### config.mk
export PLATFORM = sky130hd
export DESIGN_NAME = ffp_fuse_protect
export DESIGN_NICKNAME = d
export VERILOG_FILES = /design/src/design/ffp_pkg.sv /design/src/design/ffp_fuse_protect.sv
export SDC_FILE = /design/constraint.sdc
export NUM_CORES = 1
export LEC_CHECK = 0
export ABC_CLOCK_PERIOD_IN_PS = 2800
export BUFFER_PORTS_ARGS = -buffer_cell sky130_fd_sc_hd__buf_4
export CAP_MARGIN = 0
export CORE_MARGIN = 1.5
export CORE_UTILIZATION = 30
export CTS_CLUSTER_DIAMETER = 100
export CTS_CLUSTER_SIZE = 16
export DETAILED_ROUTE_END_ITERATION = 8
export GPL_TIMING_DRIVEN = 1
export SETUP_SLACK_MARGIN = 0.15
export SLEW_MARGIN = 20
export SYNTH_ARGS = -nofsm -noshare
export SYNTH_HDL_FRONTEND = slang
export SYNTH_SLANG_ARGS = --single-unit
export TNS_END_PERCENT = 100
### constraint.sdc
create_clock -name ref_clk_i -period 2.8 [get_ports ref_clk_i]
set_clock_uncertainty 0.05 [all_clocks]
set_input_delay 0.14 -clock ref_clk_i [delete_from_list [all_inputs] [get_ports ref_clk_i]]
set_output_delay 0.14 -clock ref_clk_i [all_outputs]
set_load 0.01 [all_outputs]
### src/design/ffp_pkg.sv
/*
 fuse protection package: fuse field layout, register offsets, command codes, timing counts.
 assumes a 32-bit fuse word and 512 flash pages.
*/
package ffp_pkg;
    localparam int unsigned FUSE_W = 32;
    localparam int unsigned LOCK_LSB = 0;
    localparam int unsigned LOCK_W = 16;
    localparam int unsigned EFL_BIT = 16;
    localparam int unsigned BAP_LSB = 17;
    localparam int unsigned BAP_W = 3;
    localparam int unsigned PAGE_W = 9;
    localparam int unsigned CMD_W = 2;
    localparam int unsigned ADDR_W = 8;
    localparam logic [31:0] FUSE_RESET = 32'hffffffff;
    localparam logic [2:0] BAP_NONE = 3'h7;
    localparam logic [7:0] REG_FUSE = 8'h00;
    localparam logic [7:0] REG_STATUS = 8'h04;
    localparam logic [7:0] REG_CMD = 8'h08;
    localparam int unsigned ST_ERR_BIT = 0;
    localparam int unsigned ST_BUSY_BIT = 1;
    localparam int unsigned ST_SEC_BIT = 2;
    localparam logic [1:0] CMD_FUSE_WRITE = 2'h1;
    localparam logic [1:0] CMD_FUSE_ERASE = 2'h2;
    localparam int unsigned CLK_MHZ = 50;
    localparam int unsigned LOAD_NS = 100;
    localparam int unsigned LOAD_CYC = (LOAD_NS * CLK_MHZ + 999) / 1000;
    localparam logic [3:0] LOAD_CNT = 4'(LOAD_CYC);
    typedef enum logic [2:0] {
        FFP_LOAD = 3'b001,
        FFP_IDLE = 3'b010,
        FFP_EXEC = 3'b100
    } ffp_state_type;
endpackage : ffp_pkg

### src/design/ffp_fuse_protect.sv
/*
 fuse protection logic: fuse word, fetch lock and boot-area protect outputs, page guard,
 fuse commands over a register port, external chip erase.
 assumes the fuse array image is held on fuse_init_i during the load phase after reset and a chip erase
 strobe comes from logic on the same clock; sec_bit_i comes from a pin domain.
*/
// Strobed register access and the register offsets were decided locally.
// Notes on behaviour
// RQ1 - fuse word readable by software at its own register address
// RQ2 - software should leave special-function fuse bits to their purpose
// RQ3 - fuse bits 15:0 are region lock bits, one per region
// RQ4 - fuse bit 16 blocks privileged fetches from external memories
// RQ5 - fetch lock changes only while security bit is clear; else ignored
// RQ6 - with security set, only external chip erase clears the fetch lock
// RQ7 - no external address decode; fetch lock is routed out unchanged
// RQ8 - cpu or bus logic decides which addresses are external
// RQ9 - fetch lock one allows external execution, zero prevents it
// RQ10 - fuse bits 19:17 form the boot-area protect field
// RQ11 - erase or program inside boot area rejected, except chip erase
// RQ12 - boot-area protect field changes only while security bit is clear
// RQ13 - with security set, no internal command alters field or protected pages
// RQ14 - chip erase clears boot-area protect field, making pages programmable
// RQ15 - field 7 protects none; lower values double size, 0 protects 0-127
// RQ16 - single fuse bits change only by fuse write and fuse erase commands
// RQ17 - protection checked at execution; rejection shows as command error
// RQ18 - fuse values loaded after reset before the first fetch is allowed
`timescale 1ns/1ps
module ffp_fuse_protect (
    input wire logic ref_clk_i,
    input wire logic srst_i,
    input wire logic [ffp_pkg::FUSE_W-1:0] fuse_init_i,
    input wire logic sec_bit_i,
    input wire logic chip_erase_i,
    input wire logic [ffp_pkg::ADDR_W-1:0] reg_addr_i,
    input wire logic [31:0] reg_wdata_i,
    input wire logic reg_wr_i,
    input wire logic reg_rd_i,
    output logic [31:0] reg_rdata_o,
    input wire logic pg_req_i,
    input wire logic [ffp_pkg::PAGE_W-1:0] pg_num_i,
    output logic pg_deny_o,
    output logic [ffp_pkg::LOCK_W-1:0] region_lock_o,
    output logic external_fetch_lock_o,
    output logic [ffp_pkg::BAP_W-1:0] boot_area_protect_o,
    output logic fuse_ready_o
);
    import ffp_pkg::*;

    typedef struct packed {
        ffp_state_type state;
        logic [3:0] load_cnt;
        logic [FUSE_W-1:0] fuse;
        logic sec_meta;
        logic sec;
        logic err;
        logic [CMD_W-1:0] cmd;
        logic [4:0] idx;
        logic [31:0] rdata;
        logic pg_deny;
    } ffp_regs_type;

    ffp_regs_type cur_ff;
    ffp_regs_type nxt_ff;

    function automatic logic in_boot_area(input logic [2:0] bap, input logic [PAGE_W-1:0] pg);
        logic [PAGE_W:0] limit;
        limit = '0;
        if (bap != BAP_NONE) begin
            limit = (PAGE_W+1)'(2) << (3'h6 - bap); // RQ15
        end
        in_boot_area = ({1'b0, pg} < limit); // RQ15
    endfunction : in_boot_area

    always_comb begin
        logic [2:0] bap;
        logic protect_hit;
        bap = cur_ff.fuse[BAP_LSB +: BAP_W];
        protect_hit = 1'b0;
        nxt_ff = cur_ff;
        nxt_ff.sec_meta = sec_bit_i;
        nxt_ff.sec = cur_ff.sec_meta;
        nxt_ff.rdata = 32'h00000000;
        nxt_ff.pg_deny = 1'b0;
        case (cur_ff.state)
            FFP_LOAD: begin
                nxt_ff.fuse = fuse_init_i; // RQ18
                if (cur_ff.load_cnt == LOAD_CNT) begin
                    nxt_ff.state = FFP_IDLE; // RQ18
                end else begin
                    nxt_ff.load_cnt = cur_ff.load_cnt + 4'h1;
                end
            end
            FFP_IDLE: begin
                if (reg_wr_i && reg_addr_i == REG_CMD) begin
                    if (reg_wdata_i[CMD_W-1:0] == CMD_FUSE_WRITE ||
                        reg_wdata_i[CMD_W-1:0] == CMD_FUSE_ERASE) begin
                        nxt_ff.cmd = reg_wdata_i[CMD_W-1:0]; // RQ16
                        nxt_ff.idx = reg_wdata_i[12:8];
                        nxt_ff.state = FFP_EXEC;
                        nxt_ff.err = 1'b0;
                    end else begin
                        nxt_ff.err = 1'b1;
                    end
                end
            end
            FFP_EXEC: begin
                if (cur_ff.sec && cur_ff.idx >= 5'(EFL_BIT) &&
                    cur_ff.idx < 5'(BAP_LSB + BAP_W)) begin
                    protect_hit = 1'b1; // RQ5 RQ12 RQ13 RQ17
                end
                if (protect_hit) begin
                    nxt_ff.err = 1'b1; // RQ6 RQ17
                end else if (cur_ff.cmd == CMD_FUSE_WRITE) begin
                    nxt_ff.fuse[cur_ff.idx] = 1'b0; // RQ16
                end else begin
                    nxt_ff.fuse[cur_ff.idx] = 1'b1; // RQ16
                end
                nxt_ff.state = FFP_IDLE;
            end
            default: begin
                nxt_ff.state = FFP_LOAD;
            end
        endcase
        if (cur_ff.state != FFP_LOAD && chip_erase_i) begin
            // a pending command is dropped, so its bit change must not land
            nxt_ff.fuse = cur_ff.fuse;
            nxt_ff.fuse[EFL_BIT] = 1'b1; // RQ6
            nxt_ff.fuse[BAP_LSB +: BAP_W] = BAP_NONE; // RQ14
            nxt_ff.state = FFP_IDLE;
        end
        if (pg_req_i) begin
            nxt_ff.pg_deny = (cur_ff.state == FFP_LOAD) ||
                (!chip_erase_i && in_boot_area(bap, pg_num_i)); // RQ11 RQ13
        end
        if (reg_rd_i) begin
            case (reg_addr_i)
                REG_FUSE: nxt_ff.rdata = cur_ff.fuse; // RQ1
                REG_STATUS: begin
                    nxt_ff.rdata[ST_ERR_BIT] = cur_ff.err;
                    nxt_ff.rdata[ST_BUSY_BIT] = (cur_ff.state != FFP_IDLE);
                    nxt_ff.rdata[ST_SEC_BIT] = cur_ff.sec;
                end
                REG_CMD: nxt_ff.rdata = {30'h00000000, cur_ff.cmd};
                default: nxt_ff.rdata = 32'h00000000;
            endcase
        end
    end

    always_ff @(posedge ref_clk_i) begin
        if (srst_i) begin
            cur_ff.state <= FFP_LOAD;
            cur_ff.load_cnt <= 4'h0;
            cur_ff.fuse <= FUSE_RESET;
            cur_ff.sec_meta <= 1'b1;
            cur_ff.sec <= 1'b1;
            cur_ff.err <= 1'b0;
            cur_ff.cmd <= 2'h0;
            cur_ff.idx <= 5'h00;
            cur_ff.rdata <= 32'h00000000;
            cur_ff.pg_deny <= 1'b0;
        end else begin
            cur_ff <= nxt_ff;
        end
    end

    assign reg_rdata_o = cur_ff.rdata;
    assign pg_deny_o = cur_ff.pg_deny;
    assign region_lock_o = cur_ff.fuse[LOCK_LSB +: LOCK_W]; // RQ3
    assign external_fetch_lock_o = cur_ff.fuse[EFL_BIT]; // RQ4 RQ7 RQ9
    assign boot_area_protect_o = cur_ff.fuse[BAP_LSB +: BAP_W]; // RQ10
    assign fuse_ready_o = (cur_ff.state != FFP_LOAD); // RQ18
endmodule : ffp_fuse_protect

[Word-level counts from Yosys, hierarchy flattened]
Index checks and enable logic that the tools add are counted.
W data, S select, Z words.
Operators by class
  add/subtract/negate cells: 2
  equality and inequality tests: 20
  shift operators: 1
  bitwise logic cells: 8
  multiplexer cells: 20
  $lt $le $gt $ge: 5
  reductions and logical operators: 23
Operators with widths (count)
  $mux W32: 2
  $pmux W32 S2: 1
  $and A32 B32 Y32: 1
  $not A32 Y32: 1
  $or A32 B32 Y32: 1
  $mux W10: 2
  $pmux W3 S3: 2
  $reduce_and A3 Y1: 5
  $ne A3 B3 Y1 const B: 4
  $lt A9 B10 Y1: 1
  $ne A2 B2 Y1 const B: 5
  $shl A2 B3 Y10 const A: 1
  $mux W3: 3
  $eq A8 B3 Y1 const B: 1
  $eq A8 B4 Y1 const B: 1
  $logic_not A8 Y1: 1
  $mux W8: 1
  $mux W7: 1
  $logic_and A1 B1 Y1: 6
  $lt A5 B6 Y1 const B: 1
  $reduce_or A2 Y1: 3
  $demux W1 S5: 1
  $ge A5 B1 Y1 const B: 1
  $ge A5 B5 Y1 const B: 1
  other kinds (20): 32
Storage, ports and cells
  flip-flop bits (word level): 82
  input port bits: 88
  logic and storage cells: 92

[Depth between registers and ports, before layout]
Gate-level depths: netlist of run 1.
  depth in word-level cells: 9
  gate-level depth with buffers: 7
  depth with buffers taken out: 7

[Least setup slack after synthesis of run 1]
Ideal clock, no wire load.
  path type: reg-to-reg
  start point: register (tool-made name)
  end point: register cur_ff, in the netlist pg_deny_o
  arrival: 1.736 ns
  setup slack: 0.953 ns
  stages on the path, launching flop included: 7
  cell sequence: dfxtp_1 -> or3b_2 -> ha_1 -> nand3_1 -> nor2_1 -> o41ai_1 -> and4b_1
RTL lines
  end signal, assigned: RTL line ffp_fuse_protect.sv:162  | cur_ff <= nxt_ff;
  end, declared: RTL line ffp_fuse_protect.sv:62  | ffp_regs_type cur_ff;

==> metrics.md, run 1 <==
| Metric | Value |
|---|---|
| Pre-Repair DR Iteration Count | 5 |
| Most frequent cells in the layout | 120 x buf_4, 82 x dfxtp_1, 57 x nor2_1, 40 x a21oi_1, 36 x o21ai_0 |
| Data arrival, critical path | between 2 and 2.5 ns |
| RSZ-0062 raised after global routing | false |
| Die area | 0.0142 mm2 |
| Sequential power share | 0.396 |
| Slowest-stage cell, CP | nor3b_1 |
| Via density | 4.87 |
| Synth Instances | 461 |
| Starting density of the core | 0.306 |
| Seq. cell area | about 0.0016 mm2 |
| Worst Reg-to-Reg Cells | 4 |
| Reg2reg setup slack | 0.76 ns |
| Worst path required time | 2.92 ns |
| Comb pwr share | 0.270 |
| Kind of critical path | flip-flop to flip-flop |
| Die X | 119 um |
| Capturing element type of the critical path | flip-flop |
| CTS buffer count | 9 |
| Worst-path clk slew | 0.06 ns |
| Die height | 119 um |
| Gr ovfl total | 0 |
| Final Max Slew Viols | 0 |
| Crit-path cells | nor3b_1, buf_4, mux2i_1, o211ai_1 |
| Total core area | 0.0132 mm2 |
| Path category of the worst min-delay check | primary input to flip-flop |
| Fmax | 0.489 GHz |
| CP Launch Type | flip-flop |
| Layout Nets | 620 |
| Detail Route Antenna Nets | 0 |
| Slew margin rel. | 0.460 |
| Row count | 42 |
| Int Power | 2.75 mW |
| GPL Wtd Cong | slightly above 0.8 |
| Tcrit/Tclk final | 0.730 |
| Crit-path max FO | 8 |
| Worst VDD drop | 0.000351 V |
| YS warnings | 0 |
| Worst-Margin Slew | 0.809 ns |
| WL met2 | slightly below 5000 um |
| Post-Syn Area | just over 0.004 mm2 |
| Routed length per instance | roughly 15 um |
| Placed standard-cell area | 0.00465 mm2 |
| Status | complete, no violations |
| Max cap viols | 0 |
| Number of global-route vias before repair | 3360 |
| Postcts setup bufs | 0 |
| CTS tree | built |
| Final HPWL DP | between 7000 and 8000 um |
| Top sig layer | met4 |
| Pleak | ~2.0 nW |
| PwrDens | just under 800 mW/mm2 |
| Commonest non-fill, non-tap cell in the layout | buf_4 |
| Final-layout fill cell count | 1327 |
| Critical R2R Launch | cur_ff[81] |
| CTS H-tree lvls | 3 |
| Clk Tree Root Cell | clkbuf_16 |
| Prevailing post-synth register cell | dfxtp_1 |
| Max stage delay on crit path | slightly above 0.7 ns |
| Non-Filler Cell Area, Final | roughly 0.005 mm2 |
| Endpoints failing setup | 0 |
| Area Growth Syn to Fin | 24.7% |
| Min cycle time layout | approximately 2.0 ns |
| CP startpoint | cur_ff[81] |
| Max Root-Sink Buffers | 2 |
| Initial drt markers | 291 |
| Clk Latency, worst-skew pair | 0.33 ns |
| Sw frac | 0.315 |
| Footprint of the multi-input gates | 0.00188 mm2 |
| Met3 WL post-DR | 677 um |
| Via count | 3423 |
| Pin count of the biggest net entering global routing | 30 |
| DRC Markers | 0 |
| TritonCTS sink count | 82 |
| M1 WL | 4600 um |
| Async SR Flop Fraction | 0 |
| Syn Nets | between 500 and 600 |
| Initial antenna violation count | 0 |
| # diodes | 0 |
| Routed wire length | 10400 um |
| Synth Register Bits | just over 80 |
| Clock Power Share | 0.335 |
| Final hold viol count | 0 |
| Setup TNS | 0 ns |
| Syn_area_per_cell | 8.77 um2 |
| Number of flops mapped to enable cells by yosys | 0 |
| Total track usage | 0.147 |
| Net Sw Power | 1.26 mW |
| First-pass GRT wire length | about 16000 um |
| Share of cells above drive strength 1 | 0.287 |
| I/O pins | about 140 |
| Post-synthesis sequential area ratio | 0.406 |
| IO buf count | 115 |
| Synth unique cells | 54 |
[layout make-up]
type | count | area share
Clock inverter | 6 | 0.0228
Clock buffer | 9 | 0.0447
Timing Repair Buffer | 125 | 0.189
Sequential cell | 82 | 0.326
Multi-Input combinational cell | 303 | 0.373
Tap cell | 176 | 0.0437
Inverter | 2 | 0.00149
[synth_stat cells (4+ instances only)]
| cell | count | area, um2 |
|---|---|---|
| nor2_1 | 57 | 214 |
| nand3b_1 | 6 | 45.0 |
| dfxtp_1 | 82 | 1640 |
| buf_2 | 11 | 55.1 |
| nand2_1 | 10 | 37.5 |
| a21oi_1 | 40 | 200 |
| ha_1 | 9 | 113 |
| o211ai_1 | 4 | 30.0 |
| or2_2 | 5 | 31.3 |
| a211oi_1 | 28 | 210 |
| and2_1 | 30 | 188 |
| clkbuf_1 | 4 | 15.0 |
| buf_4 | 55 | 413 |
| nor2b_1 | 5 | 31.3 |
| o21ai_0 | 36 | 180 |
| nand2b_1 | 7 | 43.8 |
| nand3_1 | 10 | 50.1 |
| mux2i_1 | 6 | 60.1 |
[worst max-delay path: cells and delay by family (launching register included)]
kind	cells	cell delay, ns
compound gates	1	0.10
buf+inv	1	0.27
flops	1	0.54
mux	1	0.20
simple gates	1	0.72
[worst min-delay path by stage]
stage	from	end	cells past startpoint
after detailed placement	sec_bit_i	cur_ff[42]	2
final	fuse_init_i[31]	flip-flop	3
after floorplan	reg_addr_i[3]	reg_rdata_o[2]	1
after CTS	fuse_init_i[31]	flip-flop	3
after global routing	reg_wdata_i[12]	cur_ff[37]	3
after global placement	sec_bit_i	cur_ff[42]	2
[what timing repair did]
action	CTS	global route
gates resized for setup	0	0
endpoints found under the hold margin	5	0
hold buffers	5	0
[stage by stage]
step	instances	setup slack (ns)	hold WS [ns]	power (mW)	util
floorplan	461	0.953	0.169	2.37	-
global placement	683	0.830	0.282	2.65	0.353
detailed placement	683	0.787	0.285	2.69	0.353
CTS	703	0.764	0.00287	4.05	0.382
global route	703	0.566	0.00823	4.23	0.382
finish	703	0.756	0.0115	4.01	0.382
[power groups by stage]
stage	combinational, mW	clock [mW]	sequential (mW)
after detailed placement	1.08	0	1.61
after global routing	1.18	1.43	1.62
after global placement	1.05	0	1.61
after CTS	1.09	1.37	1.59
final	1.08	1.34	1.59
after floorplan	0.853	0	1.52
[routing by layer]
| layer | vias to the layer above | track usage |
|---|---|---|
| met3 | 20 | 0.0359 |
| met1 | 1580 | 0.185 |
| li1 | 1689 | - |
| met5 | - | 0 |
| met2 | 134 | 0.234 |
| met4 | 0 | 0.0768 |
[cell families after synthesis]
family,count (synthesis),synth area share
simple gates,159,0.223
compound gates,122,0.181
flops,82,0.406
buf+inv,76,0.131
fa+ha+maj,9,0.0279
xor+xnor,6,0.0149
mux,6,0.0149
other cells,1,0.000928
Note: power is estimated with default switching activity, not from simulation.
==> run 2, diff against run 1 <==
--- a/config.mk
+++ b/config.mk
@@ -5,7 +5,7 @@
 export SDC_FILE = /design/constraint.sdc
 export NUM_CORES = 1
 export LEC_CHECK = 0
-export ABC_CLOCK_PERIOD_IN_PS = 2800
+export ABC_CLOCK_PERIOD_IN_PS = 2100
 export BUFFER_PORTS_ARGS = -buffer_cell sky130_fd_sc_hd__buf_4
 export CAP_MARGIN = 0
 export CORE_MARGIN = 1.5
==> constraint.sdc (replaced) <==
create_clock -name ref_clk_i -period 2.1 [get_ports ref_clk_i]
set_clock_uncertainty 0.05 [all_clocks]
set_input_delay 0.105 -clock ref_clk_i [delete_from_list [all_inputs] [get_ports ref_clk_i]]
set_output_delay 0.105 -clock ref_clk_i [all_outputs]
set_load 0.01 [all_outputs]
==> run 2 against run 1 <==
  * Via count down 0.82%
  * Clock-buffer cell count up 3
  * Register-to-register slack worse by 0.53 ns
  * Sequential power up 32%
  * Final cell count up 2.1%
  * Wire length about the same
  * Cell area up 1.3%
  * Setup slack worse by 0.53 ns
  * Non-clock buffer count up 14
  * Critical path type unchanged
==> metrics.md, run 2 (synthesis results as in run 1) <==
| Metric | Value |
|---|---|
| Status | complete, no violations |
| Commonest non-fill, non-tap cell in the layout | buf_4 |
| CTS H-tree lvls | 3 |
| Gr ovfl total | 0 |
| Max cap viols | 0 |
| GPL Wtd Cong | 0.808 |
| Routed wire length | 10400 um |
| Min cycle time layout | 1.87 ns |
| Setup TNS | 0 ns |
| R2R Path End | pg_deny_o |
| Kind of critical path | flip-flop to flip-flop |
| Initial drt markers | 215 |
| Die area | 0.0142 mm2 |
| Clock Power Share | 0.284 |
| Layout Nets | 634 |
| Sequential power share | 0.419 |
| Comb pwr share | 0.297 |
| Worst Reg-to-Reg Cells | 6 |
| Worst VDD drop | 0.000390 V |
| Net Sw Power | 1.67 mW |
| Worst Setup EP | pg_deny_o |
| Pleak | 2.02 nW |
| Final HPWL DP | around 7800 um |
| CP Launch Type | flip-flop |
| Postcts setup bufs | 0 |
| Starting density of the core | 0.306 |
| Final-layout fill cell count | 1360 |
| Path category of the worst min-delay check | primary input to flip-flop |
| Pin count of the biggest net entering global routing | 30 |
| Via count | 3395 |
| Row count | 42 |
| Final hold viol count | 0 |
| Reg2reg setup slack | around 0.23 ns |
| First-pass GRT wire length | 16500 um |
| Die height | 119 um |
| Max Root-Sink Buffers | 2 |
| Final Max Slew Viols | 0 |
| Via density | 4.73 |
| Endpoints failing setup | 0 |
| PwrDens | 981 mW/mm2 |
| Crit-path max FO | 5 |
| Worst path required time | 2.33 ns |
| Area Growth Syn to Fin | 26.3% |
| CTS tree | built |
| Clk Latency, worst-skew pair | around 0.33 ns |
| Slew margin rel. | 0.598 |
| Data arrival, critical path | 2.10 ns |
| Fmax | about 0.53 GHz |
| Total core area | 0.0132 mm2 |
| Initial antenna violation count | 0 |
| IO buf count | 115 |
| CTS buffer count | 9 |
| Total track usage | 0.148 |
| Number of global-route vias before repair | 3241 |
| RSZ-0062 raised after global routing | true |
| Worst-Margin Slew | between 0.5 and 0.6 ns |
| TritonCTS sink count | 82 |
| Int Power | 3.34 mW |
| Sw frac | 0.334 |
| Die X | 119 um |
| # diodes | 0 |
| Clk Tree Root Cell | clkbuf_16 |
| Detail Route Antenna Nets | 0 |
| DRC Markers | 0 |
| I/O pins | roughly 140 |
| Hold Slack | 0.0170 ns |
| Share of cells above drive strength 1 | 0.292 |
| Tcrit/Tclk final | 0.891 |
| Capturing element type of the critical path | flip-flop |
| Pre-Repair DR Iteration Count | 4 |
| Worst-path clk slew | 0.06 ns |
| Most frequent cells in the layout | 125 x buf_4, 80 x dfxtp_1, 57 x nor2_1, 40 x a21oi_1, 36 x o21ai_0 |
| Routed length per instance | about 15 um |
## run 2: cell count changes in the layout (fill, tap and decap cells not counted), sizes merged
cell / previous run / this run
clkbuf: 9 / 12
buf: 120 / 125
clkinv: 1 / 2
bufinv: 3 / 0
dlygate4sd3: 5 / 14
inv: 3 / 2
clkinvlp: 1 / 2
## run 2: how the worst min path moves through the flow
stage,startpoint,endpoint,slack (ns),depth (start not counted)
finish,fuse_init_i[7],flip-flop,0.02,3
global route,fuse_init_i[7],flip-flop,0.008,3
floorplan,reg_addr_i[3],reg_rdata_o[2],0.13,1
detailed placement,sec_bit_i,cur_ff[42],0.24,2
CTS,fuse_init_i[9],flip-flop,0.005,3
global placement,sec_bit_i,cur_ff[42],0.25,2
## run 2: timing repair
item	in CTS	in global routing
gates resized for setup	0	4
endpoints found under the hold margin	14	0
endpoints found under the setup margin	0	14
hold buffers	14	0
## run 2: layout make-up
class,count,area (um2),share of cell area
repair buffers,139,1080,0.211
inverters,2,7.51,0.00147
clock inverters,4,28.8,0.00563
well taps,176,220,0.0431
clock buffers,12,236,0.0463
multi-input cells,303,1890,0.370
flip-flops and latches,82,1640,0.322
## run 2: metrics by stage
step / worst slack [ns] / instances / total power, mW / util / instance area (um2)
floorplan: 0.253 / 461 / 3.17 / - / 4040
global placement: 0.189 / 688 / 3.56 / 0.355 / 4690
detailed placement: 0.174 / 688 / 3.61 / 0.355 / 4690
CTS: 0.162 / 718 / 5.06 / 0.386 / 5090
global route: 0.104 / 718 / 5.30 / 0.387 / 5110
finish: 0.229 / 718 / 5.01 / 0.387 / 5110
## run 2: power by group through the flow
stage                     combinational, mW  sequential [mW]  clock [mW]
final                                  1.49             2.10        1.42
after global routing                   1.63             2.14        1.53
after detailed placement               1.48             2.13           0
after floorplan                        1.14             2.03           0
after CTS                              1.51             2.10        1.46
after global placement                 1.44             2.12           0
## run 2: critical path: stages (launching register included)
cell	delay (ns)
dfxtp_1	0.34
or3b_2	0.47
ha_1	0.29
nand3_1	0.11
nor2_1	0.05
o41ai_1	0.28
and4b_1	0.22
## run 2: per-layer routing
metal	up-vias	track usage	share of wire
li1	1718	-	-
met1	1559	0.187	0.46
met2	104	0.242	0.48
met3	14	0.0369	0.049
met4	0	0.0587	0.019
met5	-	0	0
